--- config.mk ---
export PLATFORM = sky130hd
export DESIGN_NAME = adc_channel_ready_irq_regs
export DESIGN_NICKNAME = d
export VERILOG_FILES = /design/src/adc_regs_pkg.sv /design/src/adc_channel_ready_irq_regs.sv
export SDC_FILE = /design/constraint.sdc
export NUM_CORES = 1
export LEC_CHECK = 0
export BUFFER_PORTS_ARGS = -buffer_cell sky130_fd_sc_hd__buf_2
export CAP_MARGIN = 20
export CORE_MARGIN = 10
export CORE_UTILIZATION = 30
export CTS_CLUSTER_SIZE = 12
export DETAILED_ROUTE_END_ITERATION = 12
export PLACE_DENSITY = 0.52
export SETUP_SLACK_MARGIN = 0.05
export SLEW_MARGIN = 20
export SYNTH_ARGS = -nofsm -noshare
export SYNTH_HDL_FRONTEND = slang
export SYNTH_SLANG_ARGS = --single-unit
--- constraint.sdc ---
create_clock -name sys_clk -period 3.9 [get_ports sys_clk]
set_input_delay 0.78 -clock sys_clk [delete_from_list [all_inputs] [get_ports sys_clk]]
set_output_delay 0.78 -clock sys_clk [all_outputs]
set_load 0.01 [all_outputs]
--- src/adc_regs_pkg.sv ---
package adc_regs_pkg;

  localparam int unsigned NUM_CHANNELS = 32;

  // Byte offsets of the register words
  localparam logic [7:0] OFF_IRQ_ENABLE_LOW = 8'h00;
  localparam logic [7:0] OFF_IRQ_ENABLE_HIGH = 8'h04;
  localparam logic [7:0] OFF_READY_LOW = 8'h08;
  localparam logic [7:0] OFF_READY_HIGH = 8'h0C;
  localparam logic [7:0] OFF_IRQ_STATUS = 8'h10;
  localparam logic [7:0] OFF_IRQ_MASK = 8'h14;
  localparam logic [7:0] OFF_TRIGGER_BASE = 8'h20;
  localparam logic [7:0] OFF_TRIGGER_LAST = 8'h5C;

  // Trigger select layout: two 5-bit fields per word
  localparam int unsigned TRIG_REGS = 16;
  localparam int unsigned TRIG_LO_LSB = 0;
  localparam int unsigned TRIG_HI_LSB = 8;
  localparam logic [15:0] TRIG_WRITE_MASK = 16'h1F1F;

  // Reset values
  localparam logic [15:0] RESET_IRQ_ENABLE = 16'h0000;
  localparam logic [15:0] RESET_TRIGGER = 16'h0000;
  localparam logic [31:0] RESET_READY = 32'h0000_0000;
  localparam logic [31:0] RESET_STATUS = 32'h0000_0000;
  localparam logic [31:0] RESET_MASK = 32'h0000_0000;

  // Trigger source encodings
  typedef enum logic [4:0] {
    TRIG_NONE = 5'h00,
    TRIG_SOFTWARE = 5'h01,
    TRIG_SOFTWARE_LEVEL = 5'h02,
    TRIG_RESERVED = 5'h03,
    TRIG_EXTERNAL_PIN = 5'h1F
  } trigger_source_t;

  localparam logic [1:0] RESP_OKAY = 2'h0;
  localparam logic [1:0] RESP_SLVERR = 2'h2;

  typedef struct packed {
    logic [31:0] addr_write_data;
  } unused_t;

  typedef struct packed {
    logic [31:0] data;
    logic [1:0] resp;
  } read_answer_t;

endpackage

--- src/adc_channel_ready_irq_regs.sv ---
// Decided for this implementation: the AXI4-Lite slave port and the register offsets.
`timescale 1ns/10ps
`default_nettype none
module adc_channel_ready_irq_regs
  import adc_regs_pkg::*;
#(
  parameter logic [31:0] CHANNELS_PRESENT = 32'hFFFF_FFFF
) (
  // Clock and reset
  input wire logic sys_clk,
  input wire logic rst_b,
  // AXI4-Lite write address and data
  input wire logic [7:0] s_axi_awaddr,
  input wire logic s_axi_awvalid,
  output logic s_axi_awready,
  input wire logic [31:0] s_axi_wdata,
  input wire logic [3:0] s_axi_wstrb,
  input wire logic s_axi_wvalid,
  output logic s_axi_wready,
  // AXI4-Lite write response
  output logic [1:0] s_axi_bresp,
  output logic s_axi_bvalid,
  input wire logic s_axi_bready,
  // AXI4-Lite read
  input wire logic [7:0] s_axi_araddr,
  input wire logic s_axi_arvalid,
  output logic s_axi_arready,
  output logic [31:0] s_axi_rdata,
  output logic [1:0] s_axi_rresp,
  output logic s_axi_rvalid,
  input wire logic s_axi_rready,
  // Conversion cores
  input wire logic [31:0] result_landed,
  input wire logic [31:0] result_buffer_read,
  // Interrupts and trigger selections
  output logic [31:0] channel_irq,
  output logic common_irq,
  output logic irq,
  output logic [31:0][4:0] channel_trigger_source
);

  // Software-visible registers
  logic [15:0] irq_enable_low;
  logic [15:0] next_irq_enable_low;
  logic [15:0] irq_enable_high;
  logic [15:0] next_irq_enable_high;
  logic [31:0] ready;
  logic [31:0] next_ready;
  logic [31:0] irq_status;
  logic [31:0] next_irq_status;
  logic [31:0] irq_mask;
  logic [31:0] next_irq_mask;
  logic [TRIG_REGS-1:0][15:0] trigger;
  logic [TRIG_REGS-1:0][15:0] next_trigger;

  // Write channel
  logic have_aw;
  logic next_have_aw;
  logic have_w;
  logic next_have_w;
  logic [7:0] aw_addr;
  logic [7:0] next_aw_addr;
  logic [31:0] w_data;
  logic [31:0] next_w_data;
  logic [3:0] w_strb;
  logic [3:0] next_w_strb;
  logic bvalid;
  logic next_bvalid;
  logic [1:0] bresp;
  logic [1:0] next_bresp;

  // Read channel
  logic rvalid;
  logic next_rvalid;
  read_answer_t rans;
  read_answer_t next_rans;
  logic [31:0] read_word;

  // Decoded helpers
  logic [31:0] enable_all;
  logic [31:0] ready_rise;
  logic [31:0] wmask;
  logic do_write;
  logic write_hit;
  logic [3:0] w_index;

  function automatic logic [31:0] strb_mask(input logic [3:0] s);
    strb_mask = {{8{s[3]}}, {8{s[2]}}, {8{s[1]}}, {8{s[0]}}};
  endfunction

  function automatic logic is_trigger(input logic [7:0] a);
    is_trigger = a >= OFF_TRIGGER_BASE && a <= OFF_TRIGGER_LAST;
  endfunction

  function automatic logic [3:0] trig_index(input logic [7:0] a);
    logic [7:0] d;
    d = a - OFF_TRIGGER_BASE;
    trig_index = d[5:2];
  endfunction

  function automatic logic is_mapped(input logic [7:0] a);
    is_mapped = a[1:0] == 2'h0 && (a <= OFF_IRQ_MASK || is_trigger(a));
  endfunction

  function automatic logic [15:0] merge16(input logic [15:0] old,
    input logic [31:0] d, input logic [3:0] s);
    logic [31:0] m;
    m = strb_mask(s);
    merge16 = (old & ~m[15:0]) | (d[15:0] & m[15:0]);
  endfunction

  function automatic logic [31:0] zext16(input logic [15:0] v);
    zext16 = {16'h0000, v};
  endfunction

  function automatic logic [4:0] trigger_field(input logic [15:0] w,
    input logic odd);
    trigger_field = odd ? w[TRIG_HI_LSB +: 5] : w[TRIG_LO_LSB +: 5];
  endfunction

  // Absent channels hold no enable bits
  assign enable_all = {irq_enable_high, irq_enable_low} & CHANNELS_PRESENT;
  assign channel_irq = ready & enable_all;
  assign common_irq = |channel_irq;
  // Level output; stays high until status is cleared or masked
  assign irq = |(irq_status & irq_mask);
  // A held flag does not set status again after a clear
  assign ready_rise = result_landed & CHANNELS_PRESENT & ~ready;

  // Even channels take the low field, odd ones the high field
  always_comb begin
    for (int c = 0; c < NUM_CHANNELS; c++) begin
      channel_trigger_source[c] = trigger_field(trigger[c / 2], c[0]);
    end
  end

  // One transfer in flight per direction keeps the slave small
  assign s_axi_awready = !have_aw && !bvalid;
  assign s_axi_wready = !have_w && !bvalid;
  assign s_axi_arready = !rvalid;
  assign s_axi_bvalid = bvalid;
  assign s_axi_bresp = bresp;
  assign s_axi_rvalid = rvalid;
  assign s_axi_rdata = rans.data;
  assign s_axi_rresp = rans.resp;

  // Write channel: address and data may arrive in either order
  always_comb begin
    next_have_aw = have_aw;
    next_have_w = have_w;
    next_aw_addr = aw_addr;
    next_w_data = w_data;
    next_w_strb = w_strb;
    next_bvalid = bvalid;
    next_bresp = bresp;
    if (s_axi_awvalid && s_axi_awready) begin
      next_have_aw = 1'b1;
      next_aw_addr = s_axi_awaddr;
    end
    if (s_axi_wvalid && s_axi_wready) begin
      next_have_w = 1'b1;
      next_w_data = s_axi_wdata;
      next_w_strb = s_axi_wstrb;
    end
    if (have_aw && have_w) begin
      next_have_aw = 1'b0;
      next_have_w = 1'b0;
      next_bvalid = 1'b1;
      if (is_mapped(aw_addr)) begin
        next_bresp = RESP_OKAY;
      end else begin
        next_bresp = RESP_SLVERR;
      end
    end
    if (bvalid && s_axi_bready) begin
      next_bvalid = 1'b0;
    end
  end

  // Unmapped writes are answered but change nothing
  assign do_write = have_aw && have_w;
  assign write_hit = do_write && is_mapped(aw_addr);
  assign wmask = strb_mask(w_strb);
  assign w_index = trig_index(aw_addr);

  always_ff @(posedge sys_clk or negedge rst_b) begin
    if (!rst_b) begin
      have_aw <= 1'b0;
      have_w <= 1'b0;
      aw_addr <= 8'h00;
      w_data <= 32'h0000_0000;
      w_strb <= 4'h0;
      bvalid <= 1'b0;
      bresp <= RESP_OKAY;
    end else begin
      have_aw <= next_have_aw;
      have_w <= next_have_w;
      aw_addr <= next_aw_addr;
      w_data <= next_w_data;
      w_strb <= next_w_strb;
      bvalid <= next_bvalid;
      bresp <= next_bresp;
    end
  end

  // Enable registers
  always_comb begin
    next_irq_enable_low = irq_enable_low;
    next_irq_enable_high = irq_enable_high;
    if (write_hit && aw_addr == OFF_IRQ_ENABLE_LOW) begin
      next_irq_enable_low = merge16(irq_enable_low, w_data, w_strb);
    end
    if (write_hit && aw_addr == OFF_IRQ_ENABLE_HIGH) begin
      next_irq_enable_high = merge16(irq_enable_high, w_data, w_strb);
    end
  end

  always_ff @(posedge sys_clk or negedge rst_b) begin
    if (!rst_b) begin
      irq_enable_low <= RESET_IRQ_ENABLE;
      irq_enable_high <= RESET_IRQ_ENABLE;
    end else begin
      irq_enable_low <= next_irq_enable_low;
      irq_enable_high <= next_irq_enable_high;
    end
  end

  // Ready flags; words at the ready offsets take no writes
  always_comb begin
    next_ready = ready & ~result_buffer_read;
    // A landing result beats a same-cycle buffer read
    next_ready = next_ready | result_landed;
    next_ready = next_ready & CHANNELS_PRESENT;
  end

  always_ff @(posedge sys_clk or negedge rst_b) begin
    if (!rst_b) begin
      ready <= RESET_READY;
    end else begin
      ready <= next_ready;
    end
  end

  // Sticky event bits behind a mask
  always_comb begin
    next_irq_status = irq_status;
    next_irq_mask = irq_mask;
    if (write_hit && aw_addr == OFF_IRQ_STATUS) begin
      next_irq_status = irq_status & ~(w_data & wmask);
    end
    if (write_hit && aw_addr == OFF_IRQ_MASK) begin
      next_irq_mask = (irq_mask & ~wmask) | (w_data & wmask);
    end
    // A new result wins over a same-cycle software clear
    next_irq_status = next_irq_status | (ready_rise & enable_all);
  end

  always_ff @(posedge sys_clk or negedge rst_b) begin
    if (!rst_b) begin
      irq_status <= RESET_STATUS;
      irq_mask <= RESET_MASK;
    end else begin
      irq_status <= next_irq_status;
      irq_mask <= next_irq_mask;
    end
  end

  // Trigger words; the gaps between the fields stay zero
  always_comb begin
    next_trigger = trigger;
    if (write_hit && is_trigger(aw_addr)) begin
      next_trigger[w_index] = merge16(trigger[w_index], w_data, w_strb)
        & TRIG_WRITE_MASK;
    end
  end

  always_ff @(posedge sys_clk or negedge rst_b) begin
    if (!rst_b) begin
      trigger <= {TRIG_REGS{RESET_TRIGGER}};
    end else begin
      trigger <= next_trigger;
    end
  end

  // Read data decode; misaligned and unmapped words read zero
  always_comb begin
    read_word = 32'h0000_0000;
    if (is_mapped(s_axi_araddr) && is_trigger(s_axi_araddr)) begin
      read_word = zext16(trigger[trig_index(s_axi_araddr)]
        & TRIG_WRITE_MASK);
    end else begin
      unique case (s_axi_araddr)
        OFF_IRQ_ENABLE_LOW: read_word = zext16(enable_all[15:0]);
        OFF_IRQ_ENABLE_HIGH: read_word = zext16(enable_all[31:16]);
        OFF_READY_LOW: read_word = zext16(ready[15:0]);
        OFF_READY_HIGH: read_word = zext16(ready[31:16]);
        OFF_IRQ_STATUS: read_word = irq_status;
        OFF_IRQ_MASK: read_word = irq_mask;
        default: read_word = 32'h0000_0000;
      endcase
    end
  end

  // Read channel
  always_comb begin
    next_rvalid = rvalid;
    next_rans = rans;
    if (s_axi_arvalid && s_axi_arready) begin
      next_rvalid = 1'b1;
      if (is_mapped(s_axi_araddr)) begin
        next_rans.resp = RESP_OKAY;
      end else begin
        next_rans.resp = RESP_SLVERR;
      end
      next_rans.data = read_word;
    end else if (rvalid && s_axi_rready) begin
      next_rvalid = 1'b0;
    end
  end

  always_ff @(posedge sys_clk or negedge rst_b) begin
    if (!rst_b) begin
      rvalid <= 1'b0;
      rans <= '0;
    end else begin
      rvalid <= next_rvalid;
      rans <= next_rans;
    end
  end

endmodule
`default_nettype wire

==> parameters.txt, run 1 <==
Parameter                              Value

Power and ir drop
  Post-layout power    13.88 mW
  Int Pwr    8.653 mW
  Power share of the sequential group    0.412
  Share of total power in combinational logic    0.285
  Power share of the clock group    0.303
  Power density over the cells    618.8 mW/mm²
  Cell leakage power    10.90 nW
  Net switching power of the design    5.231 mW
  VDD IR-drop max    0.0002944 V
  Sw Ratio    0.3768

Critical path
  Largest stage delay on the critical path    0.58 ns
  Maximum fanout count along the critical path    4
  CP startpoint kind    register
  Cells traversed along the worst timing path    and2_1 > or4_1 > or4_1 > or4_4 > buf_2
  Combined buffer and inverter count along the critical path    1
  Crit path required time    3.12 ns
  Arrival @ worst endpoint    2.98 ns
  Cell type group with the largest total delay on the critical path    simple AND/OR/NAND/NOR gates
  Critical-path cell with the highest stage delay    sky130_fd_sc_hd__or4_1
  Setup Crit Path Kind    register to output pin
  CP dominant cell by count    sky130_fd_sc_hd__or4_1
  CP Capture Type    output pin

Synthesis
  Average cell area after synthesis    12.17 µm²
  Number of distinct library cells after synthesis    48
  Instance count of the mapped netlist    1,492
  Area contributors post-synth    sky130_fd_sc_hd__dfrtp_1 51%, sky130_fd_sc_hd__mux2_2 11%, sky130_fd_sc_hd__mux4_2 7.9%
  Part of the Yosys area used for sequential elements    0.5097
  Syn Std Cell Area    0.01816 mm²
  Synth Warn #    0
  Synth top area share    0.5097
  Dominant cell type by area after synthesis    sky130_fd_sc_hd__dfrtp_1
  Synth Register Bits    370

Final layout
  Share of layout cells above drive strength 1    0.3878
  Layout-stage area growth over the synthesis result    23.52%
  Most common cell after layout, fill and taps aside    sky130_fd_sc_hd__dfrtp_1
  Layout Nets    1,974
  Top library cells by usage in the layout, fill and taps aside    369 x sky130_fd_sc_hd__dfrtp_1, 353 x sky130_fd_sc_hd__buf_2, 176 x sky130_fd_sc_hd__mux2_2

Detailed routing
  Residual DRC    0
  Pre-antenna DRT Iters    5
  Routed WL    75.74 mm
  Detail-routed via count per cell    5.453
  Routed Antenna Nets    0
  Via count    14,520
  Highest metal layer with signal wires    met5
  Met3 wire length    5.561 mm
  Sum of routed wire segments on met1    31.91 mm
  Detailed Route Iter0 Violations    1,268
  Drt wl/cell    28.44 µm
  Total met2 wirelength after detailed routing    36.37 mm

Global route
  Largest net degree at the start of global routing    112
  Antenna violations before repair    4
  Number of global-route vias before repair    15,100
  First-pass GRT wire length    110.3 mm
  Total global routing overflow    0
  Overall routing resource usage    0.2100

Clock network
  Source-to-sink clock delay at the later pin of the worst-skew pair    0.60 ns
  Buffers inserted by post-CTS timing repair    0
  CTS H-Tree Depth    2
  Worst-path clk slew    0.06 ns
  Number of CTS-inserted buffers    45
  Clock tree root driver cell    sky130_fd_sc_hd__clkbuf_16
  Number of sinks on the clock net    370
  Clock tree from TritonCTS    done
  Deepest clock path buffer count    3

Floorplanning
  Chip Width    266.1 µm
  Initial standard-cell utilization of the core    0.3021
  CORE AREA    0.06013 mm²
  Overall die height    266.1 µm
  Num rows    90
  Number of top-level design ports    358
  Die Footprint    0.07079 mm²

STA
  Slew @ Worst Pin    0.9765 ns
  Max-slew violation count    0
  Final critical delay including setup and external delays    3.759 ns
  Final critical-path share of the clock period    0.9637
  Maximum clock skew at final layout    0.03261 ns
  Final TNS setup    0 ns
  Setup violation total in the final timing report    0
  Max transition margin    0.3490
  Fin. Hold Viols    0
  Peak Freq    266.1 MHz
  Unrepaired setup endpoints after global routing    no

Placed design
  Estimated wirelength of the detail-placed design    55.69 mm
  Routability congestion estimate    0.8721
  Total of buffers placed on input and output ports    355

Hold path
  Class of the tightest hold or removal check    primary input to async pin

Flow run
  Maxcap violations    0

Run status
  Run status    completed
[worst paths after layout]
path | start | endpoint | slack (ns) | cells after the start
max | register | common_irq | 0.14 | 5
min | rst_b | w_data[29]$_DFFE_PN0P_ | 0.30 | 1
max reg2reg | aw_addr[3]$_DFFE_PN0P_ | register | 1.03 | 4
min reg2reg | s_axi_rdata[17]$_DFFE_PN0P_ | s_axi_rdata[17]$_DFFE_PN0P_ | 0.48 | 2
max in group asynchronous | rst_b | channel_trigger_source[61]$_DFFE_PN0P_ | 2.68 | 2
min in group sys_clk | result_landed[11] | ready[11]$_DFF_PN0_ | 0.37 | 2
[stage by stage]
stage	cell area [µm²]	std cells	setup WS, ns	utilization	hold slack, ns
after global routing	22440	2663	0.07873	0.3731	0.3758
after global placement	20970	2586	0.7105	0.3488	0.4577
after floorplan	18170	1493	1.094	-	0.4456
after detailed placement	20970	2586	0.6814	0.3488	0.4732
after CTS	22430	2662	0.05778	0.3730	0.3412
final	22440	2663	0.1415	0.3731	0.2969
[cell type report]
class	instances	area, µm²
inverters	37	138.9
flip-flops and latches	370	9263
well taps	782	978.4
fillers	6020	37700
multi-input cells	997	8403
diodes	1	2.502
clock inverters	8	123.9
clock buffers	68	1333
repair buffers	400	2193
[per-layer routing]
layer | track usage | vias to the layer above
li1 | - | 6311
met1 | 0.2706 | 7568
met2 | 0.3440 | 541
met3 | 0.05527 | 98
met4 | 0.05574 | 4
met5 | 0 | -
[timing repair]
item,4_1_cts,5_1_grt
hold buffers,0,0
resized for setup,0,1
setup endpoints to repair,0,1
[worst reg2reg max path: stages (launching register included)]
cell and delay [ns]:
sky130_fd_sc_hd__dfrtp_4 0.72, sky130_fd_sc_hd__nand2b_1 0.28, sky130_fd_sc_hd__nor4_2 0.59, sky130_fd_sc_hd__nand3_1 0.63
sky130_fd_sc_hd__mux2_1 0.51
[synthesized netlist by cell type, drive strengths merged]
cell type,count
dfrtp,370
mux2,209
o21ai,196
mux2i,101
nand2,69
mux4,64
clkbuf,58
and2,46
nor2,44
nand4,40
inv,37
a22oi,36
a21o,35
o2bb2ai,32
buf,31
a31oi,20
a21oi,16
nand3,14
o21bai,11
o22ai,11
or2,11
or4,11
nand2b,7
nor2b,7
and3,2
nor3,2
nor4,2
a211oi,1
a221oi,1
a32oi,1
and4bb,1
conb,1
nand4bb,1
o32a,1
or3,1
or4b,1
xor2,1
[logic make-up after synthesis]
kind of cell / synth area share
compound gates: 0.1203
xor+xnor: 0.0004823
buf+inv: 0.02866
flops: 0.5097
mux: 0.2646
other cells: 0.0002065
simple gates: 0.07598
[power by group through the flow]
stage	registers [mW]	logic [mW]	clock network, mW
final	5.71	3.96	4.21
after global routing	5.82	4.27	4.44
after CTS	5.70	3.97	4.29
after detailed placement	5.76	3.95	0
after global placement	5.75	3.91	0
after floorplan	5.22	2.42	0
(Power assumes the default switching activity.)
==> run 2, diff against run 1 <==
CORE_MARGIN = 2   (was 10)
clock period = 4.6 ns   (was 3.9 ns; I/O delays follow)
==> run 2 against run 1 <==
Design area decreased by 0.61%. Routed wire length fell by 3.3%. Count of clock-buffer cells in the layout rose by 1. Clock skew is 0.0097 ns lower. Power fell by 16%. Clock power fell by 14%. Largest power group unchanged. First-iteration DRC count down 13%. Non-clock buffer count down 19. Critical endpoint unchanged.
==> parameters.txt, run 2 (synthesis gave the netlist of run 1 again) <==
Parameter                              Value

Final layout
  Multi-input gate area    0.008398 mm²
  FILL cells    6,012
  Cell Count, Final, Fillers Out    2,648
  Layout Nets    1,954
  Layout-stage area growth over the synthesis result    22.77%
  Summed area of non-filler cells in the final layout    0.02230 mm²
  Share of layout cells above drive strength 1    0.3818
  Most common cell after layout, fill and taps aside    sky130_fd_sc_hd__dfrtp_1
  Sequential cell area    0.009263 mm²
  Top library cells by usage in the layout, fill and taps aside    369 x sky130_fd_sc_hd__dfrtp_1, 353 x sky130_fd_sc_hd__buf_2, 176 x sky130_fd_sc_hd__mux2_2

Power and ir drop
  Power density over the cells    525.9 mW/mm²
  Cell leakage power    10.82 nW
  VDD IR-drop max    0.0002948 V

Placed design
  Total of buffers placed on input and output ports    355
  Estimated wirelength of the detail-placed design    53.01 mm
  Inst Count DP    2,566
  Routability congestion estimate    0.8480
  Post-placement worst setup slack    1.265 ns
  Post-detailed-placement cell area    0.02081 mm²

Floorplanning
  Overall die height    250.1 µm
  Number of top-level design ports    358
  Die Footprint    0.06253 mm²
  Initial standard-cell utilization of the core    0.3021
  CORE AREA    0.06013 mm²
  Chip Width    250.1 µm
  Num rows    90

Run status
  Run status    completed

Global route
  Number of global-route vias before repair    14,780
  Overall routing resource usage    0.2311
  First-pass GRT wire length    106.4 mm
  Total global routing overflow    0
  Largest net degree at the start of global routing    93
  Antenna violations before repair    4

STA
  Unrepaired setup endpoints after global routing    no
  Peak Freq    255.9 MHz
  Fin. Hold Viols    0
  Slew @ Worst Pin    1.171 ns
  Final critical-path share of the clock period    0.8497
  Final critical delay including setup and external delays    3.908 ns
  Max transition margin    0.2175
  Max-slew violation count    0
  Setup violation total in the final timing report    0
  Setup WS post-layout    0.6916 ns
  Final TNS setup    0 ns
  Maximum clock skew at final layout    0.02293 ns

Clock network
  Clock tree from TritonCTS    done
  Hold bufs inserted after CTS    0
  Clock tree root driver cell    sky130_fd_sc_hd__clkbuf_16
  CTS H-Tree Depth    2
  Worst-path clk slew    0.05 ns
  Number of CTS-inserted buffers    44
  Source-to-sink clock delay at the later pin of the worst-skew pair    0.58 ns
  Number of cells upsized or downsized after cts    0
  Deepest clock path buffer count    3
  Number of sinks on the clock net    370
  Buffers inserted by post-CTS timing repair    0

Critical path
  Setup slack on the worst flop-to-flop path    1.61 ns
  R2R cell count    4
  Reg-to-reg startpoint    aw_addr[2]$_DFFE_PN0P_
  CP startpoint kind    register
  Reg2Reg Capture Point    channel_trigger_source[96]$_DFFE_PN0P_
  Arrival @ worst endpoint    2.99 ns
  CP Capture Type    output pin
  Setup Crit Path Kind    register to output pin
  Crit path required time    3.68 ns
  Maximum fanout count along the critical path    4

Hold path
  Class of the tightest hold or removal check    primary input to async pin

Detailed routing
  Detail-routed via count per cell    5.476
  Routed WL    73.25 mm
  Drt wl/cell    27.66 µm
  Pre-antenna DRT Iters    5
  Detailed Route Iter0 Violations    1,102
  Via count    14,500
  Residual DRC    0
  Routed Antenna Nets    0

Flow run
  Maxcap violations    0
==> run 2: cell types whose count changed in the layout (fill, tap and decap cells not counted), sizes merged <==
cell / delta
bufinv: +1
clkbuf: +1
clkinv: +1
clkinvlp: +1
buf: -19
==> run 2: critical path: stages (launching register included) <==
cell and delay, ns:
sky130_fd_sc_hd__dfrtp_1 0.41, sky130_fd_sc_hd__and2_1 0.18, sky130_fd_sc_hd__or4_1 0.50, sky130_fd_sc_hd__or4_1 0.57
sky130_fd_sc_hd__or4_1 0.58, sky130_fd_sc_hd__buf_2 0.19
==> run 2: per-layer routing <==
metal	share of wire	vias up	GRT usage
li1	-	6263	-
met1	0.43	7522	0.3104
met2	0.47	611	0.3780
met3	0.074	101	0.04946
met4	0.025	4	0.06330
met5	0.00041	-	0
==> run 2: area by class of cell <==
type / instances / area share
tap: 782 / 0.04388
multi-input combinational: 997 / 0.3766
clock inverter: 11 / 0.006284
inverter: 37 / 0.006228
clock buffer: 69 / 0.05993
antenna: 1 / 0.0001122
timing repair buffer: 381 / 0.09157
sequential: 370 / 0.4154
==> run 2: worst max-delay path by stage <==
stage                             to  startpoint  slack [ns]  cells after the start
final                     common_irq    register        0.69                      5
after floorplan           common_irq    register        1.65                      4
after CTS                 common_irq    register        0.66                      5
after global placement    common_irq    register        1.27                      5
after detailed placement  common_irq    register        1.27                      5
after global routing      common_irq    register        0.61                      5
==> run 2: stage by stage <==
step	hold WS, ns	util	total power [mW]
after floorplan	0.4456	-	6.473
after global placement	0.4576	0.3460	8.119
after detailed placement	0.4690	0.3460	8.169
after CTS	0.4025	0.3706	11.81
after global routing	0.4395	0.3708	12.26
final	0.3903	0.3708	11.73
==> run 2: where the power goes <==
| part | switching [mW] | leakage, nW | internal [mW] | total [mW] |
|---|---|---|---|---|
| Combinational | 2.02 | 5.17 | 1.32 | 3.34 |
| Clock | 1.44 | 0.726 | 2.16 | 3.60 |
| Sequential | 0.913 | 4.93 | 3.87 | 4.79 |
